### src/emhc_pkg.sv
`default_nettype none
package emhc_pkg;
  // Frame control byte layout: type in 7:6, parameter in 5:1, extended-header flag in bit 0
  localparam int EMHC_FC_FLAG_BIT = 0;
  localparam logic [1:0] EMHC_FC_TYPE_MACSPEC = 2'h3;
  localparam logic [4:0] EMHC_PARM_TIMING = 5'h00;
  localparam logic [4:0] EMHC_PARM_REQ = 5'h02;
  localparam logic [4:0] EMHC_PARM_FRAG = 5'h03;
  localparam logic [4:0] EMHC_PARM_CONCAT = 5'h1C;
  // Extended header size limits
  localparam logic [7:0] EMHC_EXT_MIN = 8'h01;
  localparam logic [7:0] EMHC_EXT_MAX = 8'hF0;
  // Fixed header bytes around the extended area
  localparam logic [15:0] EMHC_HDR_FIXED = 16'h0006;
  // Element types
  localparam logic [3:0] EMHC_T_NULL = 4'h0;
  localparam logic [3:0] EMHC_T_REQ = 4'h1;
  localparam logic [3:0] EMHC_T_ACK = 4'h2;
  localparam logic [3:0] EMHC_T_UPRIV = 4'h3;
  localparam logic [3:0] EMHC_T_DPRIV = 4'h4;
  localparam logic [3:0] EMHC_T_DPHS = 4'h5;
  localparam logic [3:0] EMHC_T_UPHS = 4'h6;
  localparam logic [3:0] EMHC_T_E2E_LO = 4'hA;
  localparam logic [3:0] EMHC_T_E2E_HI = 4'hE;
  localparam logic [3:0] EMHC_T_ESC = 4'hF;
  // Element sizes
  localparam logic [3:0] EMHC_L_REQ = 4'h3;
  localparam logic [3:0] EMHC_L_ACK = 4'h2;
  localparam logic [3:0] EMHC_L_PRIV = 4'h4;
  localparam logic [3:0] EMHC_L_PRIVFRAG = 4'h5;
  localparam logic [3:0] EMHC_L_PHS = 4'h1;
  localparam logic [3:0] EMHC_L_PHSUGS = 4'h2;
  typedef enum logic [2:0] {
    EMHC_K_NONE, EMHC_K_REQ, EMHC_K_ACK, EMHC_K_UPRIV, EMHC_K_DPRIV, EMHC_K_PHS,
    EMHC_K_E2E, EMHC_K_SKIP
  } emhc_kind_t;
endpackage
`default_nettype wire

### src/emhc_link_if.sv
`default_nettype none
// Byte stream between the frame builder and the frame parser
interface emhc_link_if;
  logic [7:0] data; // Frame byte
  logic valid; // Byte present
  logic sof; // First byte of frame
  logic eof; // Last byte of frame
  modport tx (output data, output valid, output sof, output eof);
  modport rx (input data, input valid, input sof, input eof);
endinterface
`default_nettype wire

### src/emhc_parser.sv
`default_nettype none
// Contract
// - Area present only when flag set
// - Parameter byte carries area size
// - Area size from 1 to 240
// - Timing, concat, request carry no area
// - Frames inside concatenation may carry area
// - Frame size counts area plus payload
// - Order: fc, parm, size, area, check, payload
// - Area holds elements, type/size first byte
// - Size nibble gives payload bytes 0-15
// - Unknown elements skipped using size nibble
// - Reserved and undefined types ignored
// - Type 0 null pad, size 0
// - Type 1 request: slots, flow id
// - Type 2 acknowledge: flow id
// - Type 3 up privacy, 4 or 5
// - Type 4 down privacy, size 4
// - Types 5/6 suppression, 6 adds sync
// - Types 10-14 kept for forwarding
// - Type 15 escape: type, size, payload
// - Piggyback only in request, up privacy
module emhc_parser (
  input wire logic sys_clk, // Clock
  input wire logic rstn, // Async reset, active low
  emhc_link_if.rx link, // Incoming byte stream
  output logic hdr_valid, // Pulse: header fields below are updated
  output logic [7:0] fc_out, // Frame control byte
  output logic ext_present, // Area present
  output logic [7:0] ext_size, // Area size, 0 if absent
  output logic [15:0] frame_size, // Frame size field
  output logic [15:0] hcs_out, // Header check sequence
  output logic hdr_error, // Pulse: illegal area size/kind/size field
  output logic elem_valid, // Pulse: known element decoded
  output emhc_pkg::emhc_kind_t elem_kind, // Kind of element
  output logic [3:0] elem_type, // Type nibble (escape: low nibble ignored)
  output logic [7:0] elem_etype, // Escape element type
  output logic [39:0] elem_value, // First five payload bytes, first byte high; 0 for elements over five bytes
  output logic elem_bad_size, // Known type with wrong size
  output logic piggy_valid, // Pulse: piggyback request seen
  output logic [7:0] piggy_slots, // Requested mini-slots
  output logic fwd_valid, // Pulse: forwarded byte of end-to-end element
  output logic [7:0] fwd_byte, // Byte to keep for forwarding
  output logic pay_valid, // Pulse: payload byte
  output logic [7:0] pay_byte // Payload byte
);
  import emhc_pkg::*;
  typedef enum {P_FC, P_PARM, P_LHI, P_LLO, P_EH, P_EV, P_XT, P_XL, P_H1, P_H2, P_PAY,
    P_DROP} emhc_pst_t;
  emhc_pst_t st_ff;
  logic [7:0] area_ff, erem_ff, xtype_ff;
  logic [3:0] etype_ff, esize_ff;
  logic [2:0] idx_ff;
  logic [39:0] val_ff;
  logic e2e_ff;
  logic [7:0] b;
  logic last_area, elem_done, forbid;
  assign b = link.data;
  assign last_area = area_ff == 8'h01;
  assign forbid = (fc_out[7:6] == EMHC_FC_TYPE_MACSPEC) && ((fc_out[5:1] == EMHC_PARM_TIMING)
    || (fc_out[5:1] == EMHC_PARM_REQ) || (fc_out[5:1] == EMHC_PARM_CONCAT));
  // Element ends on its last payload byte
  assign elem_done = (st_ff == P_EV || st_ff == P_XL) && erem_ff == 8'h01;

  // Classify finished element; anything unrecognised just gets skipped
  function automatic emhc_kind_t kind_of(input logic [3:0] t, input logic [3:0] s);
    emhc_kind_t k;
    k = EMHC_K_SKIP;
    if (t == EMHC_T_REQ && s == EMHC_L_REQ) k = EMHC_K_REQ;
    else if (t == EMHC_T_ACK && s == EMHC_L_ACK) k = EMHC_K_ACK;
    else if (t == EMHC_T_UPRIV && (s == EMHC_L_PRIV || s == EMHC_L_PRIVFRAG))
      k = EMHC_K_UPRIV;
    else if (t == EMHC_T_DPRIV && s == EMHC_L_PRIV) k = EMHC_K_DPRIV;
    else if ((t == EMHC_T_DPHS && s == EMHC_L_PHS) ||
      (t == EMHC_T_UPHS && (s == EMHC_L_PHS || s == EMHC_L_PHSUGS))) k = EMHC_K_PHS;
    else if (t >= EMHC_T_E2E_LO && t <= EMHC_T_E2E_HI) k = EMHC_K_E2E;
    return k;
  endfunction

  // Frame walker
  always_ff @(posedge sys_clk or negedge rstn) begin
    if (!rstn) begin
      st_ff <= P_FC;
      area_ff <= 8'h00;
      erem_ff <= 8'h00;
      xtype_ff <= 8'h00;
      etype_ff <= 4'h0;
      esize_ff <= 4'h0;
      idx_ff <= 3'h0;
      val_ff <= 40'h0;
      e2e_ff <= 1'b0;
      fc_out <= 8'h00;
      ext_present <= 1'b0;
      ext_size <= 8'h00;
      frame_size <= 16'h0000;
      hcs_out <= 16'h0000;
      hdr_valid <= 1'b0;
      hdr_error <= 1'b0;
      pay_valid <= 1'b0;
      pay_byte <= 8'h00;
    end else begin
      hdr_valid <= 1'b0;
      hdr_error <= 1'b0;
      pay_valid <= 1'b0;
      if (link.valid) begin
        if (link.sof) begin
          // A new frame restarts the walk, so a broken frame cannot wedge it
          fc_out <= b;
          ext_present <= b[EMHC_FC_FLAG_BIT];
          st_ff <= P_PARM;
        end else begin
          area_ff <= area_ff - 8'h01;
          unique case (st_ff)
            P_FC: st_ff <= P_FC;
            P_PARM: begin
              ext_size <= ext_present ? b : 8'h00;
              area_ff <= b;
              st_ff <= P_LHI;
            end
            P_LHI: begin
              frame_size[15:8] <= b;
              st_ff <= P_LLO;
            end
            P_LLO: begin
              frame_size[7:0] <= b;
              area_ff <= ext_size;
              if (ext_present && (forbid || ext_size < EMHC_EXT_MIN || ext_size > EMHC_EXT_MAX
                || {frame_size[15:8], b} < {8'h00, ext_size})) begin
                hdr_error <= 1'b1;
                st_ff <= P_DROP;
              end else st_ff <= ext_present ? P_EH : P_H1;
            end
            P_EH: begin
              etype_ff <= b[7:4];
              esize_ff <= b[3:0];
              erem_ff <= {4'h0, b[3:0]};
              idx_ff <= 3'h0;
              val_ff <= 40'h0;
              e2e_ff <= b[7:4] >= EMHC_T_E2E_LO && b[7:4] <= EMHC_T_E2E_HI;
              // An element header on the last area byte cannot own payload
              if (last_area) st_ff <= P_H1;
              else if (b[7:4] == EMHC_T_ESC) st_ff <= P_XT;
              else if (b[3:0] != 4'h0) st_ff <= P_EV;
              else st_ff <= P_EH;
            end
            P_XT: begin
              xtype_ff <= b;
              st_ff <= last_area ? P_H1 : P_XL;
              erem_ff <= 8'h01;
            end
            P_XL, P_EV: begin
              if (st_ff == P_XL) erem_ff <= b;
              else begin
                erem_ff <= erem_ff - 8'h01;
                if (idx_ff != 3'h5) begin
                  val_ff <= {val_ff[31:0], b};
                  idx_ff <= idx_ff + 3'h1;
                end
              end
              if (last_area) st_ff <= P_H1;
              else if (st_ff == P_XL && b != 8'h00) st_ff <= P_EV;
              else if (st_ff == P_EV && erem_ff != 8'h01) st_ff <= P_EV;
              else st_ff <= P_EH;
            end
            P_H1: begin
              hcs_out[15:8] <= b;
              st_ff <= P_H2;
            end
            P_H2: begin
              hcs_out[7:0] <= b;
              hdr_valid <= 1'b1;
              st_ff <= P_PAY;
            end
            P_PAY: begin
              pay_valid <= 1'b1;
              pay_byte <= b;
            end
            P_DROP: st_ff <= P_DROP;
          endcase
          if (link.eof && st_ff != P_H2) st_ff <= P_FC;
        end
      end
    end
  end

  // Element report; payload left-aligned so short elements read from the top
  always_ff @(posedge sys_clk or negedge rstn) begin
    if (!rstn) begin
      elem_valid <= 1'b0;
      elem_kind <= EMHC_K_NONE;
      elem_type <= 4'h0;
      elem_etype <= 8'h00;
      elem_value <= 40'h0;
      elem_bad_size <= 1'b0;
      piggy_valid <= 1'b0;
      piggy_slots <= 8'h00;
    end else begin
      elem_valid <= 1'b0;
      piggy_valid <= 1'b0;
      elem_bad_size <= 1'b0;
      if (link.valid && !link.sof && elem_done && st_ff == P_EV) begin
        elem_kind <= kind_of(etype_ff, esize_ff);
        elem_type <= etype_ff;
        elem_etype <= xtype_ff;
        elem_value <= ({val_ff[31:0], b}) << (8 * (4 - 32'(idx_ff)));
        elem_valid <= kind_of(etype_ff, esize_ff) != EMHC_K_SKIP;
        elem_bad_size <= etype_ff < 4'h7 && etype_ff != EMHC_T_NULL &&
          kind_of(etype_ff, esize_ff) == EMHC_K_SKIP;
        // Piggyback slot count: first byte of request, fourth of privacy
        if (etype_ff == EMHC_T_REQ && esize_ff == EMHC_L_REQ) begin
          piggy_valid <= 1'b1;
          piggy_slots <= val_ff[15:8];
        end else if (etype_ff == EMHC_T_UPRIV && esize_ff == EMHC_L_PRIVFRAG) begin
          piggy_valid <= 1'b1;
          piggy_slots <= val_ff[7:0];
        end else if (etype_ff == EMHC_T_UPRIV && esize_ff == EMHC_L_PRIV) begin
          piggy_valid <= 1'b1;
          piggy_slots <= b;
        end
      end
    end
  end

  // End-to-end element bytes, type byte included, kept for forwarding
  always_ff @(posedge sys_clk or negedge rstn) begin
    if (!rstn) begin
      fwd_valid <= 1'b0;
      fwd_byte <= 8'h00;
    end else begin
      fwd_valid <= link.valid && !link.sof && ((st_ff == P_EH && b[7:4] >= EMHC_T_E2E_LO &&
        b[7:4] <= EMHC_T_E2E_HI) || (st_ff == P_EV && e2e_ff));
      fwd_byte <= b;
    end
  end
endmodule // emhc_parser
`default_nettype wire

### src/flat_wrapper.sv
// flat-port wrapper written by rule: the top's interface ports become plain ports
module emhc_parser_flat import emhc_pkg::*;
  (sys_clk, rstn, hdr_valid, fc_out, ext_present, ext_size, frame_size, hcs_out, hdr_error, elem_valid, elem_kind, elem_type, elem_etype, elem_value, elem_bad_size, piggy_valid, piggy_slots, fwd_valid, fwd_byte, pay_valid, pay_byte, link_data, link_valid, link_sof, link_eof);
  emhc_link_if link_i ();
  input wire logic sys_clk;
  input wire logic rstn;
  output logic hdr_valid;
  output logic [7:0] fc_out;
  output logic ext_present;
  output logic [7:0] ext_size;
  output logic [15:0] frame_size;
  output logic [15:0] hcs_out;
  output logic hdr_error;
  output logic elem_valid;
  output emhc_pkg::emhc_kind_t elem_kind;
  output logic [3:0] elem_type;
  output logic [7:0] elem_etype;
  output logic [39:0] elem_value;
  output logic elem_bad_size;
  output logic piggy_valid;
  output logic [7:0] piggy_slots;
  output logic fwd_valid;
  output logic [7:0] fwd_byte;
  output logic pay_valid;
  output logic [7:0] pay_byte;
  input wire logic [$bits(link_i.data)-1:0] link_data;
  input wire logic [$bits(link_i.valid)-1:0] link_valid;
  input wire logic [$bits(link_i.sof)-1:0] link_sof;
  input wire logic [$bits(link_i.eof)-1:0] link_eof;
  assign link_i.data = link_data;
  assign link_i.valid = link_valid;
  assign link_i.sof = link_sof;
  assign link_i.eof = link_eof;
  emhc_parser u_core (.sys_clk(sys_clk), .rstn(rstn), .link(link_i), .hdr_valid(hdr_valid), .fc_out(fc_out), .ext_present(ext_present), .ext_size(ext_size), .frame_size(frame_size), .hcs_out(hcs_out), .hdr_error(hdr_error), .elem_valid(elem_valid), .elem_kind(elem_kind), .elem_type(elem_type), .elem_etype(elem_etype), .elem_value(elem_value), .elem_bad_size(elem_bad_size), .piggy_valid(piggy_valid), .piggy_slots(piggy_slots), .fwd_valid(fwd_valid), .fwd_byte(fwd_byte), .pay_valid(pay_valid), .pay_byte(pay_byte));
endmodule
### config.mk
export PLATFORM = sky130hd
export DESIGN_NAME = emhc_parser_flat
export DESIGN_NICKNAME = d
export VERILOG_FILES = /design/src/emhc_pkg.sv /design/src/emhc_link_if.sv /design/src/emhc_parser.sv /design/src/flat_wrapper.sv
export SDC_FILE = /design/constraint.sdc
export NUM_CORES = 1
export LEC_CHECK = 0
export ABC_CLOCK_PERIOD_IN_PS = 2650
export BUFFER_PORTS_ARGS = -buffer_cell sky130_fd_sc_hd__buf_2
export CELL_PAD_IN_SITES_DETAIL_PLACEMENT = 1
export CELL_PAD_IN_SITES_GLOBAL_PLACEMENT = 1
export CORE_MARGIN = 5
export CORE_UTILIZATION = 31
export CTS_BUF_LIST = sky130_fd_sc_hd__clkbuf_4 sky130_fd_sc_hd__clkbuf_8 sky130_fd_sc_hd__clkbuf_16
export CTS_CLUSTER_SIZE = 30
export DETAILED_ROUTE_END_ITERATION = 10
export PLACE_DENSITY = 0.58
export SLEW_MARGIN = 10
export SYNTH_ARGS = -nofsm -noshare
export SYNTH_HDL_FRONTEND = slang
export SYNTH_SLANG_ARGS = --single-unit
### constraint.sdc
create_clock -name sys_clk -period 2.65 [get_ports sys_clk]
set_input_delay 0.53 -clock sys_clk [delete_from_list [all_inputs] [get_ports sys_clk]]
set_output_delay 0.53 -clock sys_clk [all_outputs]
set_load 0.02 [all_outputs]
==> impl_metrics.toml <==
[run_status]
status = "finished clean"

[pwr]
power_frac_seq_pct = 42.5
p_per_area_nw_per_um2 = 691.5
total_leakage_power_nw = 5.957
p_int_mw = 5.972
clockPowerShare_pct = 44.1
vdd_drop_max_mv = 0.3979
pwr-share-comb_pct = 13.4
p_sw_mw = 2.352
swShare_pct = 28.26
totalPowerFinal_mw = 8.325

[setup_path]
crit_family = "simple AND/OR/NAND/NOR gates"
cp.arrival_ns = 2.88
critical_path.n_buffers_inverters = 1
cp_slowest_cell = "or3b_2"
critPathLaunchType = "flop"
path_class = "reg2reg"
end_kind = "flop"
worstPathRequired_ns = 3.06
path_max_fanout = 9
crit_chain = "inv_1 -> ha_1 -> or3b_2 -> nor2_1 -> nand3_2 -> a211oi_4 -> mux2_2"
max_stage_delay_ns = 0.49

[cells_and_area]
instances_no_fill = 1487
n_fill_cell = 3474
drive_gt1_share_pct = 30.52
n_antenna_cell = 0
nets = 1098
area_delta_synth_final_pct = 24.01
fin_util_pct = 39.15
final_area_um2 = 12040

[logic_synthesis]
synthDistinctLibCells = 71
synth_edf_count = 0
yosysSeqAreaShare_pct = 53.11
synth-seq-cells = 206
synthesis.nets = 939
syn_inst = 912
syn_area_um2 = 9707
yosysWarningCount = 0
synth_top_flop_cell = "dfrtp_1"
syn_area_per_cell_um2 = 10.64
async_flop_share_pct = 100.0

[cts]
clkTransAtPathRegs_ns = 0.06
cts_resized = 0
clock_latency_ns = 0.55
cts_setup_buffers = 0
htreeDepth = 1
cts_buffers = 26
clockBufferDepth = 3
cts.sinks = 206
cts_tree = "yes"
cts_root_buf = "clkbuf_16"

[place]
placed_cell_area_um2 = 11120
dp_cells = 1438
place_ws_ns = 0.1227
dp_hpwl_mm = 21.93
io_buffer_count = 147
place_congestion = 0.8227

[sta]
clock_skew_ns = 0.02240
fin_hold_ws_ns = 0.1824
rsz0062_at_grt = "false"
fin_crit_sh_pct = 93.31
maxSlewViolCount = 0
relSlewSlack_pct = 55.44
setup_violations = 0
finalWorstPathRequiredPeriod_ns = 2.473
fmax_mhz = 404.4
worst_pin_slew_ns = 0.6670
hold_viol = 0
fin_ws_ns = 0.1772
fin_setup_tns_ns = 0

[route]
dr.pass1.iters = 4
viasPerCell = 5.246
wl_per_cell_um = 21.23
remaining_drc_errors = 0
drtIter0Drc = 379
drt-total-wl_mm = 31.56
drtAntennaViolNets = 0
num_vias = 7801

[floorplan]
die_x_um = 187.0
start_util_pct = 31.57
ios = 148
fp.coreArea_um2 = 30750
dieArea_um2 = 34950
rows = 64
die_y_um = 187.0

[global_route]
antenna_found_initial = 0
grt-busiest-layer = "met2"
grt-ovfl-total = 0
grt_usage_pct = 17.73
grt_pass1_wl_mm = 50.43
met2_usage_pct = 28.59
use_met1_pct = 24.33
grt_max_degree = 57
grt_pass1_vias = 8466
grt_use_met3_pct = 4.647

[flow_run]
maxCapViolations = 0

[worst_hold_path]
holdCritPathClass = "in2reg"
-- placed cells by master, fill, tap and decap left out, types with 3 or more instances in the layout --
| cell | n |
|---|---|
| dfrtp_1 | 206 |
| buf_2 | 146 |
| nand2_1 | 132 |
| mux2_2 | 77 |
| o21ai_0 | 69 |
| a22o_1 | 50 |
| nor2_1 | 45 |
| buf_4 | 44 |
| a21oi_1 | 38 |
| mux2i_1 | 26 |
| clkbuf_16 | 26 |
| inv_1 | 21 |
| nor3_1 | 21 |
| ha_1 | 14 |
| a221oi_1 | 13 |
| a22oi_1 | 10 |
| nor2b_1 | 9 |
| a31oi_1 | 9 |
| nand3_1 | 8 |
| nand2b_1 | 8 |
| nor3b_1 | 7 |
| clkbuf_8 | 7 |
| nor4_1 | 6 |
| o31ai_1 | 6 |
| a211oi_1 | 5 |
| clkinv_2 | 5 |
| buf_12 | 5 |
| o211ai_1 | 4 |
| clkbuf_4 | 4 |
| a32o_1 | 3 |
| and3_1 | 3 |
| or4_1 | 3 |
| nand4_1 | 3 |
-- cell type report --
type | count | area [µm²] | share of cell area, %
clock buffers | 36 | 763.2 | 6.340
repair buffers | 197 | 1185 | 9.843
clock inverters | 12 | 147.6 | 1.226
well taps | 396 | 495.5 | 4.116
flip-flops and latches | 206 | 5155 | 42.82
multi-input cells | 618 | 4209 | 34.97
inverters | 22 | 82.58 | 0.6860
-- layer usage --
layer,share of wire [%],vias up
met5,0,-
met4,1.7,0
met3,6.9,38
met2,46,198
met1,45,3964
li1,-,3601
-- power groups by stage --
stage          clock, mW  sequential, mW  combinational [mW]
6_report            3.67            3.54                1.12
4_1_cts             3.76            3.54                1.14
5_1_grt             3.91            3.57                1.24
2_1_floorplan          0            3.71               0.476
3_3_place_gp           0            3.58                1.12
3_5_place_dp           0            3.59                1.13
-- Yosys cell counts (3+ instances only) --
cell      count  area, µm²
clkbuf_1     55      206.5
a22oi_1      10      75.07
mux2i_1      26      260.3
ha_1         14      175.2
a32o_1        3      30.03
a22o_1       50      437.9
buf_2         6      30.03
nor2b_1       9      56.30
nor4_1        6      37.54
a21oi_1      38      190.2
nor3_1       21      105.1
o21ai_0      69      345.3
and3_1        3      18.77
nand2_1     132      495.5
o211ai_1      4      30.03
a211oi_1      5      37.54
or4_1         3      22.52
nand3_1       8      40.04
inv_1        21      78.83
nor3b_1       7      52.55
a221oi_1     13      113.9
mux2_2       77      867.1
dfrtp_1     206       5155
nor2_1       45      168.9
a31oi_1       9      56.30
o31ai_1       6      45.04
nand2b_1      8      50.05
buf_1         3      11.26
nand4_1       3      18.77
-- timing repair --
action | in CTS | in global routing
endpoints found under the hold margin | 51 | 0
setup endpoints to repair | 0 | 8
hold buffers | 1 | 0
-- worst register-to-register path, delay by kind of cell (launching register included) --
| kind | cells | cell delay, ns |
|---|---|---|
| buffers and inverters | 1 | 0.10 |
| flip-flops | 1 | 0.39 |
| AND/OR/NAND/NOR | 3 | 0.88 |
| adder cells (fa/ha/maj) | 1 | 0.14 |
| AO/OA/AOI/OAI | 1 | 0.44 |
| multiplexers | 1 | 0.39 |
-- sequential cells by signal, summed over array words and instances (netlist names), 3 cells and up --
signal              count
u_core.idx_ff           3
u_core.esize_ff         4
u_core.etype_ff         4
u_core.frame_size      16
u_core.st_ff            4
u_core.xtype_ff         8
u_core.hcs_out         16
u_core.piggy_slots      8
u_core.elem_kind        3
u_core.area_ff          8
u_core.fwd_byte         8
u_core.val_ff          32
u_core.ext_size         8
u_core.fc_out           8
u_core.elem_value      40
u_core.elem_etype       8
u_core.erem_ff          8
u_core.pay_byte         8
u_core.elem_type        4
-- final timing paths --
path                                     from                     to  slack, ns  depth (start not counted)
setup / recovery            u_core.erem_ff[1]  u_core.piggy_slots[3]       0.18                          7
hold / removal                   link_data[0]     u_core.fwd_byte[0]       0.18                          1
setup reg to reg            u_core.erem_ff[1]  u_core.piggy_slots[3]       0.18                          7
hold reg to reg            u_core.xtype_ff[2]   u_core.elem_etype[2]       0.47                          2
max in group asynchronous                rstn      u_core.val_ff[27]       1.42                          3
min in group asynchronous                rstn  u_core.elem_value[10]       0.54                          2
-- cells by family (layout without fill, tap and decap cells) --
kind of cell / Yosys count / in the layout / synth area share [%]
muxes: 103 / 103 / 11.61
and+or+nand+nor: 263 / 263 / 12.81
xor gates and xnor gates: 3 / 3 / 0.2707
buffers and inverters: 88 / 267 / 3.596
AOI/OAI and AO/OA: 234 / 234 / 16.69
DFF: 206 / 206 / 53.11
adders and majority gates: 15 / 15 / 1.908
No activity file was read; power rests on OpenSTA's default activity.
